### src/verilog/ptc_pkg.sv
// Package: constants, register map and types for the radio control handshake block
`default_nettype none
package ptc_pkg;
	////////////////////////////////////////////////////////////////////////
	// Widths
	localparam int ADDR_W = 8;
	localparam int DATA_W = 32;
	localparam int STRB_W = 4;
	localparam int BYTE_W = 8;
	localparam int LEN_W  = 12;
	localparam int RATE_W = 5;
	localparam int TFC_W  = 3;
	localparam int HDR_W  = 80;
	localparam int EV_N   = 8;
	localparam int CMD_N  = 5;
	////////////////////////////////////////////////////////////////////////
	// Register byte offsets
	localparam logic [ADDR_W-1:0] OFF_CTRL   = 8'h00;
	localparam logic [ADDR_W-1:0] OFF_STATUS = 8'h04;
	localparam logic [ADDR_W-1:0] OFF_RXV0   = 8'h08;
	localparam logic [ADDR_W-1:0] OFF_RXV1   = 8'h0c;
	localparam logic [ADDR_W-1:0] OFF_HDR0   = 8'h10;
	localparam logic [ADDR_W-1:0] OFF_HDR1   = 8'h14;
	localparam logic [ADDR_W-1:0] OFF_HDR2   = 8'h18;
	localparam logic [ADDR_W-1:0] OFF_TMO    = 8'h1c;
	////////////////////////////////////////////////////////////////////////
	// Command bits in the control register
	localparam int CMD_TX_END    = 0;
	localparam int CMD_RX_START  = 1;
	localparam int CMD_RX_END    = 2;
	localparam int CMD_CCA_START = 3;
	localparam int CMD_CCA_END   = 4;
	// Sticky event bits in the status register
	localparam int EV_TX_END_CFM   = 0;
	localparam int EV_RX_START_IND = 1;
	localparam int EV_RX_START_CFM = 2;
	localparam int EV_RX_TMO       = 3;
	localparam int EV_RX_END_IND   = 4;
	localparam int EV_RX_END_CFM   = 5;
	localparam int EV_CCA_STA_CFM  = 6;
	localparam int EV_CCA_END_CFM  = 7;
	// Live status bits
	localparam int ST_CHAN    = 8;
	localparam int ST_CCA_RUN = 9;
	localparam int ST_RX_RUN  = 10;
	localparam int ST_TX_HALT = 11;
	////////////////////////////////////////////////////////////////////////
	// Receive vector field positions
	localparam int V0_LEN   = 0;
	localparam int V0_RATE  = 12;
	localparam int V0_BURST = 17;
	localparam int V0_PRE   = 18;
	localparam int V0_TFC   = 19;
	localparam int V0_BG    = 22;
	localparam int V1_ERR   = 0;
	localparam int V1_SIG   = 8;
	localparam int V1_LQ    = 16;
	localparam int ERR_RATE_BIT = 3;
	localparam int ERR_HCS_BIT  = 4;
	// Channel status attribute values
	localparam logic CHAN_CLEAR = 1'h0;
	localparam logic CHAN_BUSY  = 1'h1;
	// Bus responses and timeout default in cycles
	localparam logic [1:0] RESP_OKAY   = 2'h0;
	localparam logic [1:0] RESP_SLVERR = 2'h2;
	localparam logic [DATA_W-1:0] TMO_DEF = 32'h0000_0400;
	////////////////////////////////////////////////////////////////////////
	typedef enum logic [2:0] {RX_IDLE, RX_SEEK, RX_HEAD, RX_BODY, RX_STOP} ptc_rx_t;
endpackage
`default_nettype wire

### src/verilog/ptc_vec_if.sv
// Interface: latched receive parameter vector between capture unit and top
`default_nettype none
interface ptc_vec_if;
	logic [ptc_pkg::LEN_W-1:0]  length;
	logic [ptc_pkg::RATE_W-1:0] rate;
	logic                       burst;
	logic                       pre_kind;
	logic [ptc_pkg::TFC_W-1:0]  time_freq_code;
	logic                       band_group_low_bit;
	logic [ptc_pkg::HDR_W-1:0]  frame_header_octets;
	logic [ptc_pkg::BYTE_W-1:0] err;
	logic [ptc_pkg::BYTE_W-1:0] signal_strength;
	logic [ptc_pkg::BYTE_W-1:0] link_quality;
	modport src (output length, rate, burst, pre_kind, time_freq_code, band_group_low_bit,
		frame_header_octets, err, signal_strength, link_quality);
	modport dst (input length, rate, burst, pre_kind, time_freq_code, band_group_low_bit,
		frame_header_octets, err, signal_strength, link_quality);
endinterface
`default_nettype wire

### src/verilog/ptc_rxvec.sv
// Capture unit for the receive parameter vector at header completion
`default_nettype none
module ptc_rxvec
(
	input  wire logic                       clk,
	input  wire logic                       rst,
	input  wire logic                       cap,
	input  wire logic [ptc_pkg::LEN_W-1:0]  hdr_length,
	input  wire logic [ptc_pkg::RATE_W-1:0] hdr_rate,
	input  wire logic                       hdr_burst,
	input  wire logic                       hdr_pre_kind,
	input  wire logic [ptc_pkg::TFC_W-1:0]  hdr_tfc,
	input  wire logic                       hdr_bg_low,
	input  wire logic [ptc_pkg::HDR_W-1:0]  hdr_octets,
	input  wire logic                       hdr_hcs_ok,
	input  wire logic                       hdr_rate_ok,
	input  wire logic [ptc_pkg::BYTE_W-1:0] hdr_strength,
	input  wire logic [ptc_pkg::BYTE_W-1:0] hdr_quality,
	ptc_vec_if.src                          vec
);
	import ptc_pkg::*;

	logic [BYTE_W-1:0] err_nxt;

	always_comb
	begin
		err_nxt = '0;
		err_nxt[ERR_HCS_BIT] = ~hdr_hcs_ok;
		err_nxt[ERR_RATE_BIT] = ~hdr_rate_ok;
	end

	always_ff @(posedge clk or posedge rst)
	begin
		if (rst)
		begin
			vec.length <= '0;
			vec.rate <= '0;
			vec.burst <= 1'b0;
			vec.pre_kind <= 1'b0;
			vec.time_freq_code <= '0;
			vec.band_group_low_bit <= 1'b0;
			vec.frame_header_octets <= '0;
			vec.err <= '0;
			vec.signal_strength <= '0;
			vec.link_quality <= '0;
		end
		else if (cap)
		begin
			vec.length <= hdr_length;
			vec.rate <= hdr_rate;
			vec.burst <= hdr_burst;
			vec.pre_kind <= hdr_burst & hdr_pre_kind;
			vec.time_freq_code <= hdr_tfc;
			vec.band_group_low_bit <= hdr_bg_low;
			vec.frame_header_octets <= hdr_octets;
			vec.err <= err_nxt;
			vec.signal_strength <= hdr_strength;
			vec.link_quality <= hdr_quality;
		end
	end
endmodule
`default_nettype wire

### src/verilog/ptc_ctrl.sv
// Top: transmit end, receive sequence and channel assessment control with AXI4-Lite registers
//
// Added by the designer: the register offsets and the AXI4-Lite interface to the registers.
`default_nettype none
module ptc_ctrl
#(
	parameter logic [ptc_pkg::DATA_W-1:0] HDR_TMO_CYC = ptc_pkg::TMO_DEF
)
(
	input  wire logic                       clk,
	input  wire logic                       rst,
	input  wire logic [ptc_pkg::ADDR_W-1:0] s_axi_awaddr,
	input  wire logic                       s_axi_awvalid,
	output logic                            s_axi_awready,
	input  wire logic [ptc_pkg::DATA_W-1:0] s_axi_wdata,
	input  wire logic [ptc_pkg::STRB_W-1:0] s_axi_wstrb,
	input  wire logic                       s_axi_wvalid,
	output logic                            s_axi_wready,
	output logic [1:0]                      s_axi_bresp,
	output logic                            s_axi_bvalid,
	input  wire logic                       s_axi_bready,
	input  wire logic [ptc_pkg::ADDR_W-1:0] s_axi_araddr,
	input  wire logic                       s_axi_arvalid,
	output logic                            s_axi_arready,
	output logic [ptc_pkg::DATA_W-1:0]      s_axi_rdata,
	output logic [1:0]                      s_axi_rresp,
	output logic                            s_axi_rvalid,
	input  wire logic                       s_axi_rready,
	output logic                            tx_halt,
	input  wire logic                       tx_quiet,
	output logic                            rx_search,
	input  wire logic                       pre_sync,
	input  wire logic                       hdr_done,
	input  wire logic [ptc_pkg::LEN_W-1:0]  hdr_length,
	input  wire logic [ptc_pkg::RATE_W-1:0] hdr_rate,
	input  wire logic                       hdr_burst,
	input  wire logic                       hdr_pre_kind,
	input  wire logic [ptc_pkg::TFC_W-1:0]  hdr_tfc,
	input  wire logic                       hdr_bg_low,
	input  wire logic [ptc_pkg::HDR_W-1:0]  hdr_octets,
	input  wire logic                       hdr_hcs_ok,
	input  wire logic                       hdr_rate_ok,
	input  wire logic [ptc_pkg::BYTE_W-1:0] hdr_strength,
	input  wire logic [ptc_pkg::BYTE_W-1:0] hdr_quality,
	input  wire logic                       frame_done,
	input  wire logic                       rx_quiet,
	output logic                            cca_run,
	input  wire logic                       cca_busy
);
	import ptc_pkg::*;

	logic              wr_go;
	logic              rd_go;
	logic              bvalid_r;
	logic [1:0]        bresp_r;
	logic              rvalid_r;
	logic [1:0]        rresp_r;
	logic [DATA_W-1:0] rdata_r;
	logic [DATA_W-1:0] rd_word;
	logic              wr_ctrl;
	logic              wr_stat;
	logic              wr_tmo;
	logic [CMD_N-1:0]  cmd;
	logic [EV_N-1:0]   ev;
	logic [EV_N-1:0]   st_clr;
	logic [EV_N-1:0]   sticky_r;
	logic [DATA_W-1:0] tmo_cfg_r;
	logic [DATA_W-1:0] tmo_cnt_r;
	logic              expire;
	logic              tmo_load;
	logic              tx_halt_r;
	ptc_rx_t           rx_st_r;
	ptc_rx_t           rx_nxt;
	logic              e_rsi;
	logic              e_rsc;
	logic              e_tmo;
	logic              e_rei;
	logic              e_rec;
	logic              cap;
	logic              cca_run_r;
	logic              cca_sta_pend_r;
	logic              cca_end_pend_r;
	logic              chan_r;

	ptc_vec_if vec ();

	function automatic logic addr_mapped(input logic [ADDR_W-1:0] a);
		addr_mapped = (a == OFF_CTRL) || (a == OFF_STATUS) || (a == OFF_RXV0)
			|| (a == OFF_RXV1) || (a == OFF_HDR0) || (a == OFF_HDR1)
			|| (a == OFF_HDR2) || (a == OFF_TMO);
	endfunction

	////////////////////////////////////////////////////////////////////////
	// AXI4-Lite slave: write takes address and data together
	assign wr_go = s_axi_awvalid && s_axi_wvalid && !bvalid_r;
	assign rd_go = s_axi_arvalid && !rvalid_r;
	assign s_axi_awready = wr_go;
	assign s_axi_wready = wr_go;
	assign s_axi_arready = rd_go;
	assign s_axi_bvalid = bvalid_r;
	assign s_axi_bresp = bresp_r;
	assign s_axi_rvalid = rvalid_r;
	assign s_axi_rresp = rresp_r;
	assign s_axi_rdata = rdata_r;

	always_ff @(posedge clk or posedge rst)
	begin
		if (rst)
		begin
			bvalid_r <= 1'b0;
			bresp_r <= RESP_OKAY;
		end
		else if (wr_go)
		begin
			bvalid_r <= 1'b1;
			bresp_r <= addr_mapped(s_axi_awaddr) ? RESP_OKAY : RESP_SLVERR;
		end
		else if (s_axi_bready)
			bvalid_r <= 1'b0;
	end

	always_ff @(posedge clk or posedge rst)
	begin
		if (rst)
		begin
			rvalid_r <= 1'b0;
			rresp_r <= RESP_OKAY;
			rdata_r <= '0;
		end
		else if (rd_go)
		begin
			rvalid_r <= 1'b1;
			rresp_r <= addr_mapped(s_axi_araddr) ? RESP_OKAY : RESP_SLVERR;
			rdata_r <= rd_word;
		end
		else if (s_axi_rready)
			rvalid_r <= 1'b0;
	end

	// Read multiplexer; unused bits read as zero
	always_comb
	begin
		rd_word = '0;
		case (s_axi_araddr)
			OFF_STATUS:
			begin
				rd_word[EV_N-1:0] = sticky_r;
				rd_word[ST_CHAN] = chan_r;
				rd_word[ST_CCA_RUN] = cca_run_r;
				rd_word[ST_RX_RUN] = rx_search;
				rd_word[ST_TX_HALT] = tx_halt_r;
			end
			OFF_RXV0:
			begin
				rd_word[V0_LEN +: LEN_W] = vec.length;
				rd_word[V0_RATE +: RATE_W] = vec.rate;
				rd_word[V0_BURST] = vec.burst;
				rd_word[V0_PRE] = vec.pre_kind;
				rd_word[V0_TFC +: TFC_W] = vec.time_freq_code;
				rd_word[V0_BG] = vec.band_group_low_bit;
			end
			OFF_RXV1:
			begin
				rd_word[V1_ERR +: BYTE_W] = vec.err;
				rd_word[V1_SIG +: BYTE_W] = vec.signal_strength;
				rd_word[V1_LQ +: BYTE_W] = vec.link_quality;
			end
			OFF_HDR0: rd_word = vec.frame_header_octets[0 +: DATA_W];
			OFF_HDR1: rd_word = vec.frame_header_octets[DATA_W +: DATA_W];
			OFF_HDR2: rd_word[HDR_W-2*DATA_W-1:0] = vec.frame_header_octets[HDR_W-1:2*DATA_W];
			OFF_TMO: rd_word = tmo_cfg_r;
			default: rd_word = '0;
		endcase
	end

	////////////////////////////////////////////////////////////////////////
	// Register writes: commands, status clear, timeout
	assign wr_ctrl = wr_go && (s_axi_awaddr == OFF_CTRL) && s_axi_wstrb[0];
	assign wr_stat = wr_go && (s_axi_awaddr == OFF_STATUS) && s_axi_wstrb[0];
	assign wr_tmo = wr_go && (s_axi_awaddr == OFF_TMO);
	assign cmd = wr_ctrl ? s_axi_wdata[CMD_N-1:0] : '0;
	assign st_clr = wr_stat ? s_axi_wdata[EV_N-1:0] : '0;

	always_ff @(posedge clk or posedge rst)
	begin
		if (rst)
			tmo_cfg_r <= HDR_TMO_CYC;
		else
			for (int b = 0; b < STRB_W; b++)
				if (wr_tmo && s_axi_wstrb[b])
					tmo_cfg_r[b*BYTE_W +: BYTE_W] <= s_axi_wdata[b*BYTE_W +: BYTE_W];
	end

	// Sticky events, set wins over clear
	for (genvar i = 0; i < EV_N; i++)
	begin : g_sticky
		always_ff @(posedge clk or posedge rst)
		begin
			if (rst)
				sticky_r[i] <= 1'b0;
			else
				sticky_r[i] <= ev[i] | (sticky_r[i] & ~st_clr[i]);
		end
	end

	assign ev[EV_TX_END_CFM] = tx_halt_r && tx_quiet;
	assign ev[EV_RX_START_IND] = e_rsi;
	assign ev[EV_RX_START_CFM] = e_rsc;
	assign ev[EV_RX_TMO] = e_tmo;
	assign ev[EV_RX_END_IND] = e_rei;
	assign ev[EV_RX_END_CFM] = e_rec;
	assign ev[EV_CCA_STA_CFM] = cca_sta_pend_r && cca_run_r;
	assign ev[EV_CCA_END_CFM] = cca_end_pend_r && !cca_run_r;

	////////////////////////////////////////////////////////////////////////
	// Transmit end
	// halt until quiet
	always_ff @(posedge clk or posedge rst)
	begin
		if (rst)
			tx_halt_r <= 1'b0;
		else if (cmd[CMD_TX_END])
			tx_halt_r <= 1'b1;
		else if (tx_quiet)
			tx_halt_r <= 1'b0;
	end
	assign tx_halt = tx_halt_r;

	////////////////////////////////////////////////////////////////////////
	// Receive sequence; end request has priority
	always_comb
	begin
		rx_nxt = rx_st_r;
		e_rsi = 1'b0;
		e_rsc = 1'b0;
		e_tmo = 1'b0;
		e_rei = 1'b0;
		e_rec = 1'b0;
		cap = 1'b0;
		case (rx_st_r)
			RX_IDLE:
				if (cmd[CMD_RX_END])
					rx_nxt = RX_STOP;
				else if (cmd[CMD_RX_START])
					rx_nxt = RX_SEEK;
			RX_SEEK:
				if (cmd[CMD_RX_END])
					rx_nxt = RX_STOP;
				else if (pre_sync)
				begin
					rx_nxt = RX_HEAD;
					e_rsi = 1'b1;
				end
				else if (expire)
				begin
					rx_nxt = RX_BODY;
					e_rsc = 1'b1;
					e_tmo = 1'b1;
				end
			RX_HEAD:
				if (cmd[CMD_RX_END])
					rx_nxt = RX_STOP;
				else if (hdr_done)
				begin
					rx_nxt = RX_BODY;
					e_rsc = 1'b1;
					cap = 1'b1;
				end
				else if (expire)
				begin
					rx_nxt = RX_BODY;
					e_rsc = 1'b1;
					e_tmo = 1'b1;
				end
			RX_BODY:
				if (cmd[CMD_RX_END])
					rx_nxt = RX_STOP;
				else if (frame_done)
					e_rei = 1'b1;
			RX_STOP:
				if (rx_quiet)
				begin
					rx_nxt = RX_IDLE;
					e_rec = 1'b1;
				end
			default: rx_nxt = RX_IDLE;
		endcase
	end

	always_ff @(posedge clk or posedge rst)
	begin
		if (rst)
			rx_st_r <= RX_IDLE;
		else
			rx_st_r <= rx_nxt;
	end
	assign rx_search = (rx_st_r == RX_SEEK) || (rx_st_r == RX_HEAD) || (rx_st_r == RX_BODY);

	assign tmo_load = cmd[CMD_RX_START] && !cmd[CMD_RX_END]
		&& ((rx_st_r == RX_IDLE) || (rx_st_r == RX_SEEK));
	assign expire = (tmo_cnt_r == '0) && ((rx_st_r == RX_SEEK) || (rx_st_r == RX_HEAD));
	always_ff @(posedge clk or posedge rst)
	begin
		if (rst)
			tmo_cnt_r <= '0;
		else if (tmo_load)
			tmo_cnt_r <= tmo_cfg_r;
		else if (!expire && ((rx_st_r == RX_SEEK) || (rx_st_r == RX_HEAD)))
			tmo_cnt_r <= tmo_cnt_r - 1'b1;
	end

	ptc_rxvec u_vec
	(
		.clk          (clk),
		.rst          (rst),
		.cap          (cap),
		.hdr_length   (hdr_length),
		.hdr_rate     (hdr_rate),
		.hdr_burst    (hdr_burst),
		.hdr_pre_kind (hdr_pre_kind),
		.hdr_tfc      (hdr_tfc),
		.hdr_bg_low   (hdr_bg_low),
		.hdr_octets   (hdr_octets),
		.hdr_hcs_ok   (hdr_hcs_ok),
		.hdr_rate_ok  (hdr_rate_ok),
		.hdr_strength (hdr_strength),
		.hdr_quality  (hdr_quality),
		.vec          (vec.src)
	);

	////////////////////////////////////////////////////////////////////////
	// Channel assessment
	// run flag
	always_ff @(posedge clk or posedge rst)
	begin
		if (rst)
			cca_run_r <= 1'b0;
		else if (cmd[CMD_CCA_END])
			cca_run_r <= 1'b0;
		else if (cmd[CMD_CCA_START])
			cca_run_r <= 1'b1;
	end

	// Confirms wait one cycle so the status is settled first
	always_ff @(posedge clk or posedge rst)
	begin
		if (rst)
		begin
			cca_sta_pend_r <= 1'b0;
			cca_end_pend_r <= 1'b0;
		end
		else
		begin
			cca_sta_pend_r <= cmd[CMD_CCA_START] && !cmd[CMD_CCA_END];
			cca_end_pend_r <= cmd[CMD_CCA_END];
		end
	end

	always_ff @(posedge clk or posedge rst)
	begin
		if (rst)
			chan_r <= CHAN_CLEAR;
		else if (cca_run_r)
			chan_r <= cca_busy ? CHAN_BUSY : CHAN_CLEAR;
	end
	assign cca_run = cca_run_r;
endmodule
`default_nettype wire

### config.mk
export PLATFORM = sky130hd
export DESIGN_NAME = ptc_ctrl
export DESIGN_NICKNAME = d
export VERILOG_FILES = /design/src/verilog/ptc_pkg.sv /design/src/verilog/ptc_vec_if.sv /design/src/verilog/ptc_rxvec.sv /design/src/verilog/ptc_ctrl.sv
export SDC_FILE = /design/constraint.sdc
export NUM_CORES = 1
export LEC_CHECK = 0
export ABC_AREA = 1
export BUFFER_PORTS_ARGS = -buffer_cell sky130_fd_sc_hd__buf_2
export CELL_PAD_IN_SITES_DETAIL_PLACEMENT = 0
export CELL_PAD_IN_SITES_GLOBAL_PLACEMENT = 1
export CORE_MARGIN = 4
export CORE_UTILIZATION = 41
export CTS_BUF_LIST = sky130_fd_sc_hd__clkbuf_16
export CTS_CLUSTER_SIZE = 30
export DETAILED_ROUTE_END_ITERATION = 6
export PLACE_DENSITY_LB_ADDON = 0.1
export SLEW_MARGIN = 20
export SYNTH_ARGS = -nofsm -noshare
export SYNTH_HDL_FRONTEND = slang
export SYNTH_SLANG_ARGS = --single-unit
export TNS_END_PERCENT = 30
### constraint.sdc
create_clock -name clk -period 10 [get_ports clk]
set_input_delay 1.5 -clock clk [delete_from_list [all_inputs] [get_ports clk]]
set_output_delay 1.5 -clock clk [all_outputs]
set_load 0.02 [all_outputs]
== Word level (Yosys, flattened, before mapping) ==
Cells that the tools add are included.

* Bits in registers: 239
* Bits of input ports: 186
* Output and inout port bits: 44
* Logic and storage cells: 186

* Add/sub/neg operators: 1
* Equality and inequality tests: 21
* Multiplexer cells: 50
* Bitwise gates (word level): 27
* Reductions and logical operators: 53

{| class="wikitable"
|+ Operators with widths
! cell !! count
|-
| 12-bit one-hot mux with 7 select lines || 1
|-
| 8-bit by 5-bit equality test with 1-bit output, second input constant || 8
|-
| 32-bit 2-to-1 mux || 2
|-
| 7-bit one-hot mux with 5 select lines || 1
|-
| 8-bit by 4-bit equality test with 1-bit output, second input constant || 4
|-
| 32-bit zero test || 1
|-
| 32-bit by 1-bit subtractor with 32-bit output, second input constant || 1
|-
| 1-bit 2-to-1 mux || 27
|-
| 3-bit 2-to-1 mux || 9
|-
| 4-bit one-hot mux with 6 select lines || 1
|-
| 8-bit one-hot mux with 3 select lines || 1
|-
| 1-bit logical AND || 20
|-
| 1-bit logical OR || 17
|-
| 8-bit by 3-bit equality test with 1-bit output, second input constant || 2
|-
| 8-bit zero test || 2
|-
| 3-bit one-hot mux with 5 select lines || 1
|-
| 1-bit inverter || 10
|-
| 2-bit nonzero test || 5
|-
| 1-bit AND || 9
|-
| 8-bit 2-to-1 mux || 1
|-
| 1-bit OR || 8
|-
| 3-bit by 2-bit equality test with 1-bit output, second input constant || 2
|-
| 1-bit zero test || 6
|-
| 5-bit 2-to-1 mux || 1
|-
| 9 further kinds || 12
|}

== Longest topological paths before layout ==
Gate-level depths: netlist of the first run.

* Depth after elaboration: 9
* Mapped depth: 12
* Depth with buffers taken out: 12

== Hierarchy ==
A second synthesis of the first run with hierarchy kept.

* Cells, all modules: 1623
* Area, all modules: 11941.5 sq um

{| class="wikitable"
|+ By module, submodules not included
! module !! instances !! cells an instance !! area each (sq um) !! sequential area each (sq um)
|-
| ptc_ctrl || 1 || 1101 || 7270.7 || 2904.0
|-
| ptc_rxvec || 1 || 522 || 4670.7 || 3027.9
|}

== Worst setup path before layout of the first run ==
Ideal clock, no wire load.

* Kind: in2out
* Start point: input port s_axi_arvalid
* End point: output port s_axi_arready
* Arrival: 2.316 ns
* Required time: 8.500 ns
* Setup slack: 6.184 ns
* Stages: 4
* Path buffers: 2
* Path through: nand2_1 -> inv_1 -> clkbuf_1 -> clkbuf_1

* Cells in the longest elaborated chain, start to end: 1

{| class="wikitable"
|+ Ends and longest elaborated chain
! item !! line !! RTL
|-
| from (decl) || ptc_ctrl.sv:23 || <nowiki>input wire logic s_axi_arvalid,</nowiki>
|-
| 1-bit logical AND || ptc_ctrl.sv:96 || <nowiki>assign rd_go = s_axi_arvalid && !rvalid_r;</nowiki>
|-
| to (decl) || ptc_ctrl.sv:24 || <nowiki>output logic s_axi_arready,</nowiki>
|}

No other way between the ends.

== Worst setup path in the final report of the first run ==
Ends and elaborated chain as after synthesis.

==> results of run 1 <==
-- state kept, by name (all words and copies together), names as in the netlist --
| register | count |
|---|---|
| cca_end_pend_r | 1 |
| cca_run | 1 |
| cca_sta_pend_r | 1 |
| chan_r | 1 |
| rx_st_r | 3 |
| s_axi_bresp | 1 |
| s_axi_bvalid | 1 |
| s_axi_rdata | 32 |
| s_axi_rresp | 1 |
| s_axi_rvalid | 1 |
| sticky_r | 8 |
| tmo_cfg_r | 32 |
| tmo_cnt_r | 32 |
| tx_halt | 1 |
| u_vec.vec.band_group_low_bit | 1 |
| u_vec.vec.burst | 1 |
| u_vec.vec.err | 2 |
| u_vec.vec.frame_header_octets | 80 |
| u_vec.vec.length | 12 |
| u_vec.vec.link_quality | 8 |
| u_vec.vec.pre_kind | 1 |
| u_vec.vec.rate | 5 |
| u_vec.vec.signal_strength | 8 |
| u_vec.vec.time_freq_code | 3 |
-- path summary, 6_finish.rpt --
check                                                        from                           endpoint  slack [ps]  depth (start not counted)
worst max-delay path                                s_axi_arvalid                      s_axi_arready        6150                          5
worst min-delay path            u_vec.vec.frame_header_octets[43]  u_vec.vec.frame_header_octets[43]         470                          2
worst max register to register                       tmo_cnt_r[0]                      tmo_cnt_r[22]        7150                          9
worst min register to register  u_vec.vec.frame_header_octets[43]  u_vec.vec.frame_header_octets[43]         470                          2
max in group asynchronous                                     rst                      tmo_cfg_r[22]        7380                          3
min in group asynchronous                                     rst                u_vec.vec.length[3]        1090                          2
-- Yosys cell counts (15+ instances only) --
| cell | n |
|---|---|
| nand2_1 | 595 |
| dfrtp_1 | 236 |
| nand3_1 | 140 |
| nor2_1 | 118 |
| inv_1 | 91 |
| o21ai_0 | 40 |
| buf_2 | 36 |
| a21oi_1 | 34 |
| nand4_1 | 21 |
| xor2_1 | 20 |
| clkbuf_1 | 17 |
| o211ai_1 | 17 |
| nand3_2 | 15 |
-- placed cells by master (no fill, tap or decap), types with 8 or more instances in the layout --
cell type and n:
nand3_2 15, nand4_1 21, buf_4 10, a31oi_1 9, a21oi_1 34, nand2_1 595
xor2_1 20, nor3_1 8, dfrtp_1 236, inv_2 8, o211ai_1 17, mux2_2 10
nand3_1 140, clkinv_1 8, o21ai_0 40, clkbuf_16 27, o21ai_1 10, inv_1 95
nor2_1 117, buf_2 227, xnor2_1 8
-- power groups by stage --
| stage | clock network [mW] | registers (mW) | logic, mW |
|---|---|---|---|
| floorplan | 0 | 1.45 | 0.772 |
| global placement | 0 | 1.50 | 0.962 |
| detailed placement | 0 | 1.50 | 0.987 |
| CTS | 0.983 | 1.48 | 0.990 |
| global route | 1.02 | 1.53 | 1.13 |
| finish | 0.962 | 1.49 | 0.975 |
-- area by class of cell --
class / instances / area, µm² / share of cell area, %
clock buffer: 27 / 676 / 4.85
clock inverter: 22 / 176 / 1.27
inverter: 102 / 395 / 2.84
multi-input combinational: 1088 / 5070 / 36.4
sequential: 237 / 5930 / 42.6
tap: 378 / 473 / 3.39
timing repair buffer: 237 / 1210 / 8.69
-- per-stage QoR --
| step | util [%] | instance area, µm² | std cells |
|---|---|---|---|
| finish | 49.6 | 13900 | 2091 |
| detailed placement | 46.6 | 13100 | 2042 |
| floorplan | - | 11800 | 1498 |
| global route | 49.6 | 13900 | 2091 |
| global placement | 46.6 | 13100 | 2042 |
| CTS | 49.6 | 13900 | 2091 |
-- cells by family (layout without fill, tap and decap cells) --
| family | after synthesis | after routing | share of synthesized area, % |
|---|---|---|---|
| buffers and inverters | 173 | 388 | 6.67 |
| AOI/OAI and AO/OA | 127 | 127 | 6.37 |
| DFF | 237 | 237 | 50.4 |
| muxes | 10 | 10 | 0.956 |
| xor gates and xnor gates | 28 | 28 | 2.08 |
| and+or+nand+nor | 920 | 920 | 33.4 |
| adders and majority gates | 1 | 1 | 0.106 |
| other | 1 | 2 | 0.0318 |
-- worst max-delay path, cell delays in order --
cell and delay [ps]:
buf_2 90, nand2_1 50, buf_4 360, inv_1 130
buf_2 190
-- metal layers --
metal | track usage, % | wire (µm) | vias up
met5 | 0 | 0 | -
met4 | 4.96 | 771 | 0
met3 | 3.56 | 2040 | 50
met2 | 35.9 | 16600 | 253
met1 | 33.9 | 17200 | 5055
li1 | - | - | 5182
==> impl_results.md, run 1 <==
* Status: completed
* Post-synthesis cell count at between 1000 and 1500
* Gr usage total at between 20 and 25%
* Placer Congestion at between 0.8 and 0.9
* P per Cell Area at 246 nW/µm²
* Initial DRC count at between 600 and 700
* Worst hold path class: reg -> reg
* Total I/O pin count at 230
* Design Power at roughly 3.4 mW
* Post-CTS Setup Inserts at 0
* Internal power at between 2 and 2.5 mW
* Worst-path clk slew at ~60 ps
* Fin Hold WS at 468 ps
* Slew margin rel. at ~34%
* Pin count of the biggest net entering global routing at approximately 120
* CTS resizes at 0
* Seq/Total Area, Yosys at 50.4%
* Max Clk Rate at approximately 0.26 GHz
* Crit path kind: in -> out
* Max Clock Skew at 17.5 ps
* Critical Path End Type: output pin
* Syn Area/Cell at 7.87 µm²
* Antenna diodes at 0
* Detailed Place HPWL at ~27000 µm
* TritonCTS Buffers at 27
* Synth unique cells at 45
* Horiz. Die Dim at 177 µm
* Clock Tree Root: clkbuf_16
* Yosys warning count at 0
* Final count of pins violating max slew at 0
* CP startpoint kind: input port
* CTS Buffer Depth at 3
* Die Footprint at ~32000 µm²
* Fin nets at roughly 1900
* Final Hold Viols at 0
* Row count at just over 60
* Antenna violations before repair at 0
* Post-synth top flop: dfrtp_1
* DRT Pass-1 Iters at 5
* Sw Share at between 30 and 40%
* Mean routed wirelength per cell at 17.5 µm
* Fillers at approximately 3000
* Chip Height at about 180 µm
* Mapped Area at between 10000 and 15000 µm²
* Routed Wire Length at ~37000 µm
* Grt total ovfl at 0
* Async set-reset flop share out of synthesis at 100%
* Worst slew pin tran at approximately 1000 ps
* Largest cells by area after synthesis: dfrtp_1 50%, nand2_1 19%, nand3_1 5.9%
* Vias in the first global route at approximately 10000
* Pre-CTS setup slack at around 6000 ps
* Crit path DAT at 2350 ps
* Final worst slack at between 6000 and 7000 ps
* Cts hold-fix bufs at 0
* RSZ-0062 raised after global routing: false
* Via count at 10500
* Max-cap violations at 0
* Synth top area share at between 50% and 60%
* Final setup vio count at 0
* Post-synth top area cell: dfrtp_1
* Antenna viol nets, final at 0
* CTS H-tree depth at 1
* Clk network pwr share at 28.1%
* Switching power total at roughly 1.2 mW
* Initial Util at 41.9%
* Reg power frac at 43.4%
* Peak VDD IR at ~0.12 mV
* Post-layout min period at 3850 ps
* Layout area overhead at 18.3%
* Clk_lat worst skew at approximately 540 ps
* Crit-path max FO at 31
* Via density at between 5 and 6
* Clk sinks at approximately 240
* CP required at roughly 8500 ps
* Layout cells sized above 1 at between 10% and 20%
* Fin crit share at 38.5%
* First-pass GRT wire length at between 50000 and 60000 µm
* Number of synthesized register bits at ~240
* Combinational power share at ~28%
* TritonCTS clock tree: built
* Area of the core at approximately 28000 µm²
* Pleak at ~7.5 nW
* Port buffer count at about 230
* Final TNS setup at 0 ps
* Number of synthesized flops with an enable pin at 0
* Residual DRC count at 0
Note: power is estimated with default switching activity, not from simulation.
==> inputs of run 2 (changes only) <==
CORE_UTILIZATION = 37   (was 41)
clock period = 3.4 ns   (was 10 ns; I/O delays follow)
==> impl_results.md, run 2 (synthesis results as in run 1) <==
* Status: completed
* Clk sinks at 237
* Worst path slowest cell: o21ai_4
* Final worst slack at 1120 ps
* Final Hold Viols at 0
* Final count of pins violating max slew at 0
* Antenna viol nets, final at 0
* Worst-path clk slew at around 60 ps
* RSZ-0062 raised after global routing: false
* First-pass GRT wire length at 59300 µm
* Area of the core at 31500 µm²
* Slew margin rel. at between 40 and 50%
* P per Cell Area at 729 nW/µm²
* Final setup vio count at 0
* Row count at between 60 and 70
* CP startpoint kind: flip-flop
* CP required at 3850 ps
* Layout cells sized above 1 at about a fifth
* Max FFs per register at 80
* TritonCTS clock tree: built
* Placed cell count at about 2100
* Max-cap violations at 0
* Pleak at 7.55 nW
* Ordered list of cells on the worst path: inv_1 -> ha_1 -> nand2_4 -> nor2_8 -> nand2_2 -> o21ai_4 -> buf_4 -> nand3_1 -> o211ai_1
* Total I/O pin count at 230
* Post-CTS Setup Inserts at 0
* Vias in the first global route at 10400
* Detailed Place HPWL at roughly 28000 µm
* Peak VDD IR at roughly 0.42 mV
* Port buffer count at between 200 and 250
* Initial Util at between 30 and 40%
* Routed Wire Length at 37800 µm
* Fin crit share at between 60% and 70%
* DRT Pass-1 Iters at 5
* Gr usage total at around a fifth
* Clock Tree Root: clkbuf_16
* CTS resizes at 0
* Final std cells w/o fill at between 2000 and 2500
* Critical R2R Launch: tmo_cnt_r[0]
* Max Clk Rate at ~0.44 GHz
* Die Footprint at ~35000 µm²
* Commonest non-fill, non-tap cell in the layout: nand2_1
* Crit path kind: reg -> reg
* Crit path from: tmo_cnt_r[0]
* CTS Buffer Depth at 3
* Residual DRC count at 0
* Biggest register: u_vec.vec.frame_header_octets
* Chip Height at approximately 190 µm
* Worst hold path class: in -> async
* Design Power at around 10 mW
* Pin count of the biggest net entering global routing at between 100 and 150
* Via density at between 4 and 5
* Horiz. Die Dim at ~190 µm
* Via count at between 10000 and 15000
* Mean routed wirelength per cell at between 15 and 20 µm
* Most frequent cells in the layout: 595 x nand2_1, 236 x dfrtp_1, 227 x buf_2
* Grt total ovfl at 0
* Crit-path max FO at 22
* Pre-CTS setup slack at 968 ps
* Critical path buffers and inverters at 2
* Crit path DAT at approximately 2700 ps
* Placer Congestion at ~0.88
* Clk_lat worst skew at about 550 ps
* Slowest Stage Delay on Critical Path at roughly 410 ps
* CTS H-tree depth at 1
* Initial DRC count at slightly above 600
* Fin nets at approximately 1900
* TritonCTS Buffers at 28
* Critical Path End Type: flip-flop
* Max Clock Skew at about 21 ps
* Post-layout min period at around 2300 ps
* Layout area overhead at 20.2%
* Cts hold-fix bufs at 0
* Top cell family by delay on the critical path: compound AO/OA/AOI/OAI gates
* Antenna violations before repair at 3
* Worst slew pin tran at about 800 ps
-- run 2: cell types whose count changed in the layout (fill, tap and decap cells not counted), moves of 2 or more --
| cell | delta |
|---|---|
| clkinv_2 | +5 |
| buf_12 | +5 |
| buf_4 | +2 |
| clkinv_1 | -4 |
| diode_2 | +2 |
-- run 2: worst register-to-register path, cell delays in order (launching register included) --
cell and delay, ps:
dfrtp_1 380, inv_1 110, ha_1 310, nand2_4 120, nor2_8 150, nand2_2 100, o21ai_4 410, buf_4 380
nand3_1 130, o211ai_1 120
-- run 2: per-layer routing --
metal  wire (µm)  global-route usage, %  vias up
met3        1820                   2.84       42
met5           7                      0        -
li1            -                      -     5196
met1       18000                   31.6     5036
met4         806                   4.21        2
met2       17100                   33.6      288
-- run 2: final cells by class --
class                      count  area, µm²
antenna                        2       5.00
clock buffer                  28        701
clock inverter                24        225
fill                        3262      17300
inverter                     102        392
multi-input combinational   1088       5070
sequential                   237       5930
tap                          402        503
timing repair buffer         244       1330
-- run 2: metrics by stage --
stage          utilization [%]  hold WS [ps]  setup TNS (ps)  cell area, µm²
2_1_floorplan                -           426          -50750           11800
3_3_place_gp              42.0           434               0           13200
3_5_place_dp              42.0           445               0           13200
4_1_cts                   45.0          6.41               0           14100
5_1_grt                   45.0          32.7               0           14200
6_report                  45.0          9.46               0           14200
-- run 2: path summary, 6_finish.rpt --
path / to / slack, ps / cells after the start
worst min-delay path: u_vec.vec.length[3] / 9 / 2
max in group asynchronous: tmo_cfg_r[10] / 2500 / 3
worst min register to register: sticky_r[7] / 450 / 2
worst max-delay path: tmo_cnt_r[13] / 1120 / 9
min in group clk: s_axi_bvalid / 150 / 2
worst max register to register: tmo_cnt_r[13] / 1120 / 9
-- run 2: power breakdown --
part / total [mW] / internal, mW / switching, mW / leakage [nW]
clock network: 3.02 / 1.80 / 1.22 / 0.483
registers: 4.40 / 3.75 / 0.650 / 2.94
logic: 2.90 / 1.04 / 1.87 / 4.13
total: 10.3 / 6.58 / 3.73 / 7.55
==> inputs of run 3 (changes only) <==
ABC_AREA = 0   (was 1)
CORE_UTILIZATION = 39   (was 37)
clock period = 2.05 ns   (was 3.4 ns; I/O delays follow)
==> impl_results.md, run 3 <==
* Status: finished with violations
* Failing checks: setup timing
* Max-cap violations at 0
* P per Cell Area at 764 nW/µm²
* CP required at 2440 ps
* Max Clock Skew at around 14 ps
* Pre-CTS setup slack at -386 ps
* Ordered list of cells on the worst path: or4_4 -> or4_4 -> buf_6 -> o211ai_4 -> or4_4 -> a31oi_4
* Crit-path max FO at 8
* DRT Pass-1 Iters at 4
* Final Hold Viols at 0
* Horiz. Die Dim at 176 µm
* Die Footprint at 31000 µm²
* Layout cells sized above 1 at 48.2%
* Most numerous cell in the Yosys netlist: dfrtp_1
* Worst-path clk slew at 60 ps
* Routed Wire Length at about 33000 µm
* Multi-input logic area at roughly 5200 µm²
* Post-synth top area cell: dfrtp_1
* Synth unique cells at between 60 and 70
* Worst slew pin tran at about 660 ps
* Yosys warning count at 0
* Crit path kind: reg -> reg
* Port buffer count at 227
* Fin nets at 1525
* Number of synthesized register bits at roughly 240
* Vias in the first global route at between 9000 and 10000
* Post-layout min period at between 2000 and 2500 ps
* Final std cells w/o fill at between 1500 and 2000
* Worst Hold Depth at 2
* Total I/O pin count at between 200 and 250
* Crit path depth at 6
* Row count at 61
* Residual DRC count at 0
* Clk_lat worst skew at between 500 and 600 ps
* CTS H-tree depth at 1
* Number of synthesized flops with an enable pin at 0
* Post-synthesis cell count at approximately 930
* Seq/Total Area, Yosys at a little over half
* Biggest register: u_vec.vec.frame_header_octets
* Worst r2r path cells at 6
* Initial Util at between 30% and 40%
* Fillers at about 2400
* Placed inst area at ~13000 µm²
* Mean routed wirelength per cell at ~19 µm
* Worst hold path class: in -> reg
* Placer Congestion at approximately 0.83
* TritonCTS Buffers at 27
* First-pass GRT wire length at approximately 52000 µm
* Crit path DAT at about 2800 ps
* Antenna violations before repair at 4
* Area of the core at approximately 28000 µm²
* Initial DRC count at 414
* Max FFs per register at 80
* Async set-reset flop share out of synthesis at between 90% and 100%
* Pin count of the biggest net entering global routing at between 100 and 150
* Clock Tree Root: clkbuf_16
* Final instance area at between 15000 and 20000 µm²
* HP Start: hdr_length[8]
* Layout area overhead at 40.7%
* Crit path from: tmo_cnt_r[25]
* Critical R2R Launch: tmo_cnt_r[25]
* Post-synth top flop: dfrtp_1
* Clk sinks at approximately 240
* Peak VDD IR at between 0.6 and 0.7 mV
* Placed cell count at ~1600
* Grt total ovfl at 0
* Synth top cells by count: 236 x dfrtp_1, 177 x mux2_2, 84 x nand2_1
* Largest cells by area after synthesis: dfrtp_1 54%, mux2_2 18%, nand2_1 2.9%
* Critical path buffers and inverters at 1
* Max Clk Rate at 0.415 GHz
* Top cell family by delay on the critical path: simple AND/OR/NAND/NOR gates
* Fin crit share at 117%
* Syn Area/Cell at around 12 µm²
* Final setup vio count at 35
* Slew margin rel. at 55.2%
* Gr usage total at 21.2%
* Via density at between 5 and 6
* Pleak at ~7.1 nW
* Crit-path most repeated cell: or4_4
* RSZ-0062 raised after global routing: true
* Antenna viol nets, final at 0
* Slowest Stage Delay on Critical Path at ~600 ps
* CTS Buffer Depth at 3
* Most frequent cells in the layout: 236 x dfrtp_1, 227 x buf_2, 177 x mux2_2
* Commonest non-fill, non-tap cell in the layout: dfrtp_1
* Worst path slowest cell: or4_4
* Detailed Place HPWL at roughly 24000 µm
* CP startpoint kind: flip-flop
* TritonCTS clock tree: built
* Critical Path End Type: flip-flop
* Final worst slack at -357 ps
* Final count of pins violating max slew at 0
* Synth top area share at a little over half
* Via count at roughly 9000
* Mapped Area at about 11000 µm²
* Register area at between 5000 and 6000 µm²
* Chip Height at approximately 180 µm
==> run 3: cell types whose count changed after synthesis, sizes merged, moves of 14 or more <==
| cell | change |
|---|---|
| nand4 | -17 |
| clkbuf | +27 |
| buf | -37 |
| a21oi | -24 |
| a22o | +21 |
| or4 | +20 |
| nor2 | -74 |
| mux2 | +167 |
| inv | -85 |
| a22oi | +25 |
| nand3 | -141 |
| xor2 | -14 |
| nand2 | -518 |
==> run 3: what timing repair did <==
| action | in CTS | in global routing |
|---|---|---|
| hold buffers | 65 | 0 |
| gates resized for setup | 60 | 43 |
| pin swaps | 36 | 33 |
| buffers inserted | 12 | 10 |
| hold endpoints to repair | 87 | 0 |
| setup endpoints to repair | 165 | 118 |
==> run 3: report_power, final <==
part           switching (mW)  internal, mW  leakage [nW]
registers               0.368          5.41          2.92
clock network            1.90          2.38         0.397
logic                   0.738          1.06          3.79
total                    3.01          8.84          7.10
==> run 3: kinds of logic (layout without fill, tap and decap cells) <==
family / after synthesis / after routing / share of synthesized area [%]
other cells: 1 / 4 / 0.0340
xor+xnor: 11 / 11 / 0.874
simple gates: 235 / 235 / 11.0
mux: 187 / 187 / 19.7
compound gates: 183 / 183 / 11.5
flops: 237 / 237 / 53.8
fa+ha+maj: 1 / 1 / 0.113
buf+inv: 77 / 502 / 2.94
==> run 3: cell type report <==
cell class,instances,share of cell area [%]
antenna,2,0.0323
clock buffer,27,4.35
clock inverter,22,0.661
inverter,16,0.411
multi-input combinational,619,33.3
sequential,237,38.2
tap,378,3.05
timing repair buffer,437,20.0
==> run 3: final timing paths <==
path	end	slack (ps)
worst max-delay path	tmo_cnt_r[25]	-360
worst min-delay path	u_vec.vec.length[8]	20
worst max register to register	tmo_cnt_r[25]	-360
worst min register to register	s_axi_rdata[8]	470
max in group asynchronous	u_vec.vec.frame_header_octets[72]	1010
min in group asynchronous	s_axi_rdata[22]	260
==> run 3: layer usage <==
metal  up-vias  part of all wire (%)  global-route usage (%)
met5         -                  0.10                       0
li1       4280                     -                       -
met1      4392                    44                    29.6
met4         6                   2.3                    4.35
met2       260                    47                    34.8
met3        54                   6.5                    4.07
==> run 3: per-stage QoR <==
step | TNS [ps] | hold WS [ps] | total power, mW | util (%)
floorplan | -345910 | 373 | 6.88 | -
global placement | -43100 | 243 | 7.48 | 48.3
detailed placement | -49890 | 244 | 7.54 | 48.3
CTS | -6630 | 0.150 | 12.0 | 54.8
global route | -10300 | 0.430 | 12.4 | 55.7
finish | -7460 | 19.5 | 11.9 | 55.7
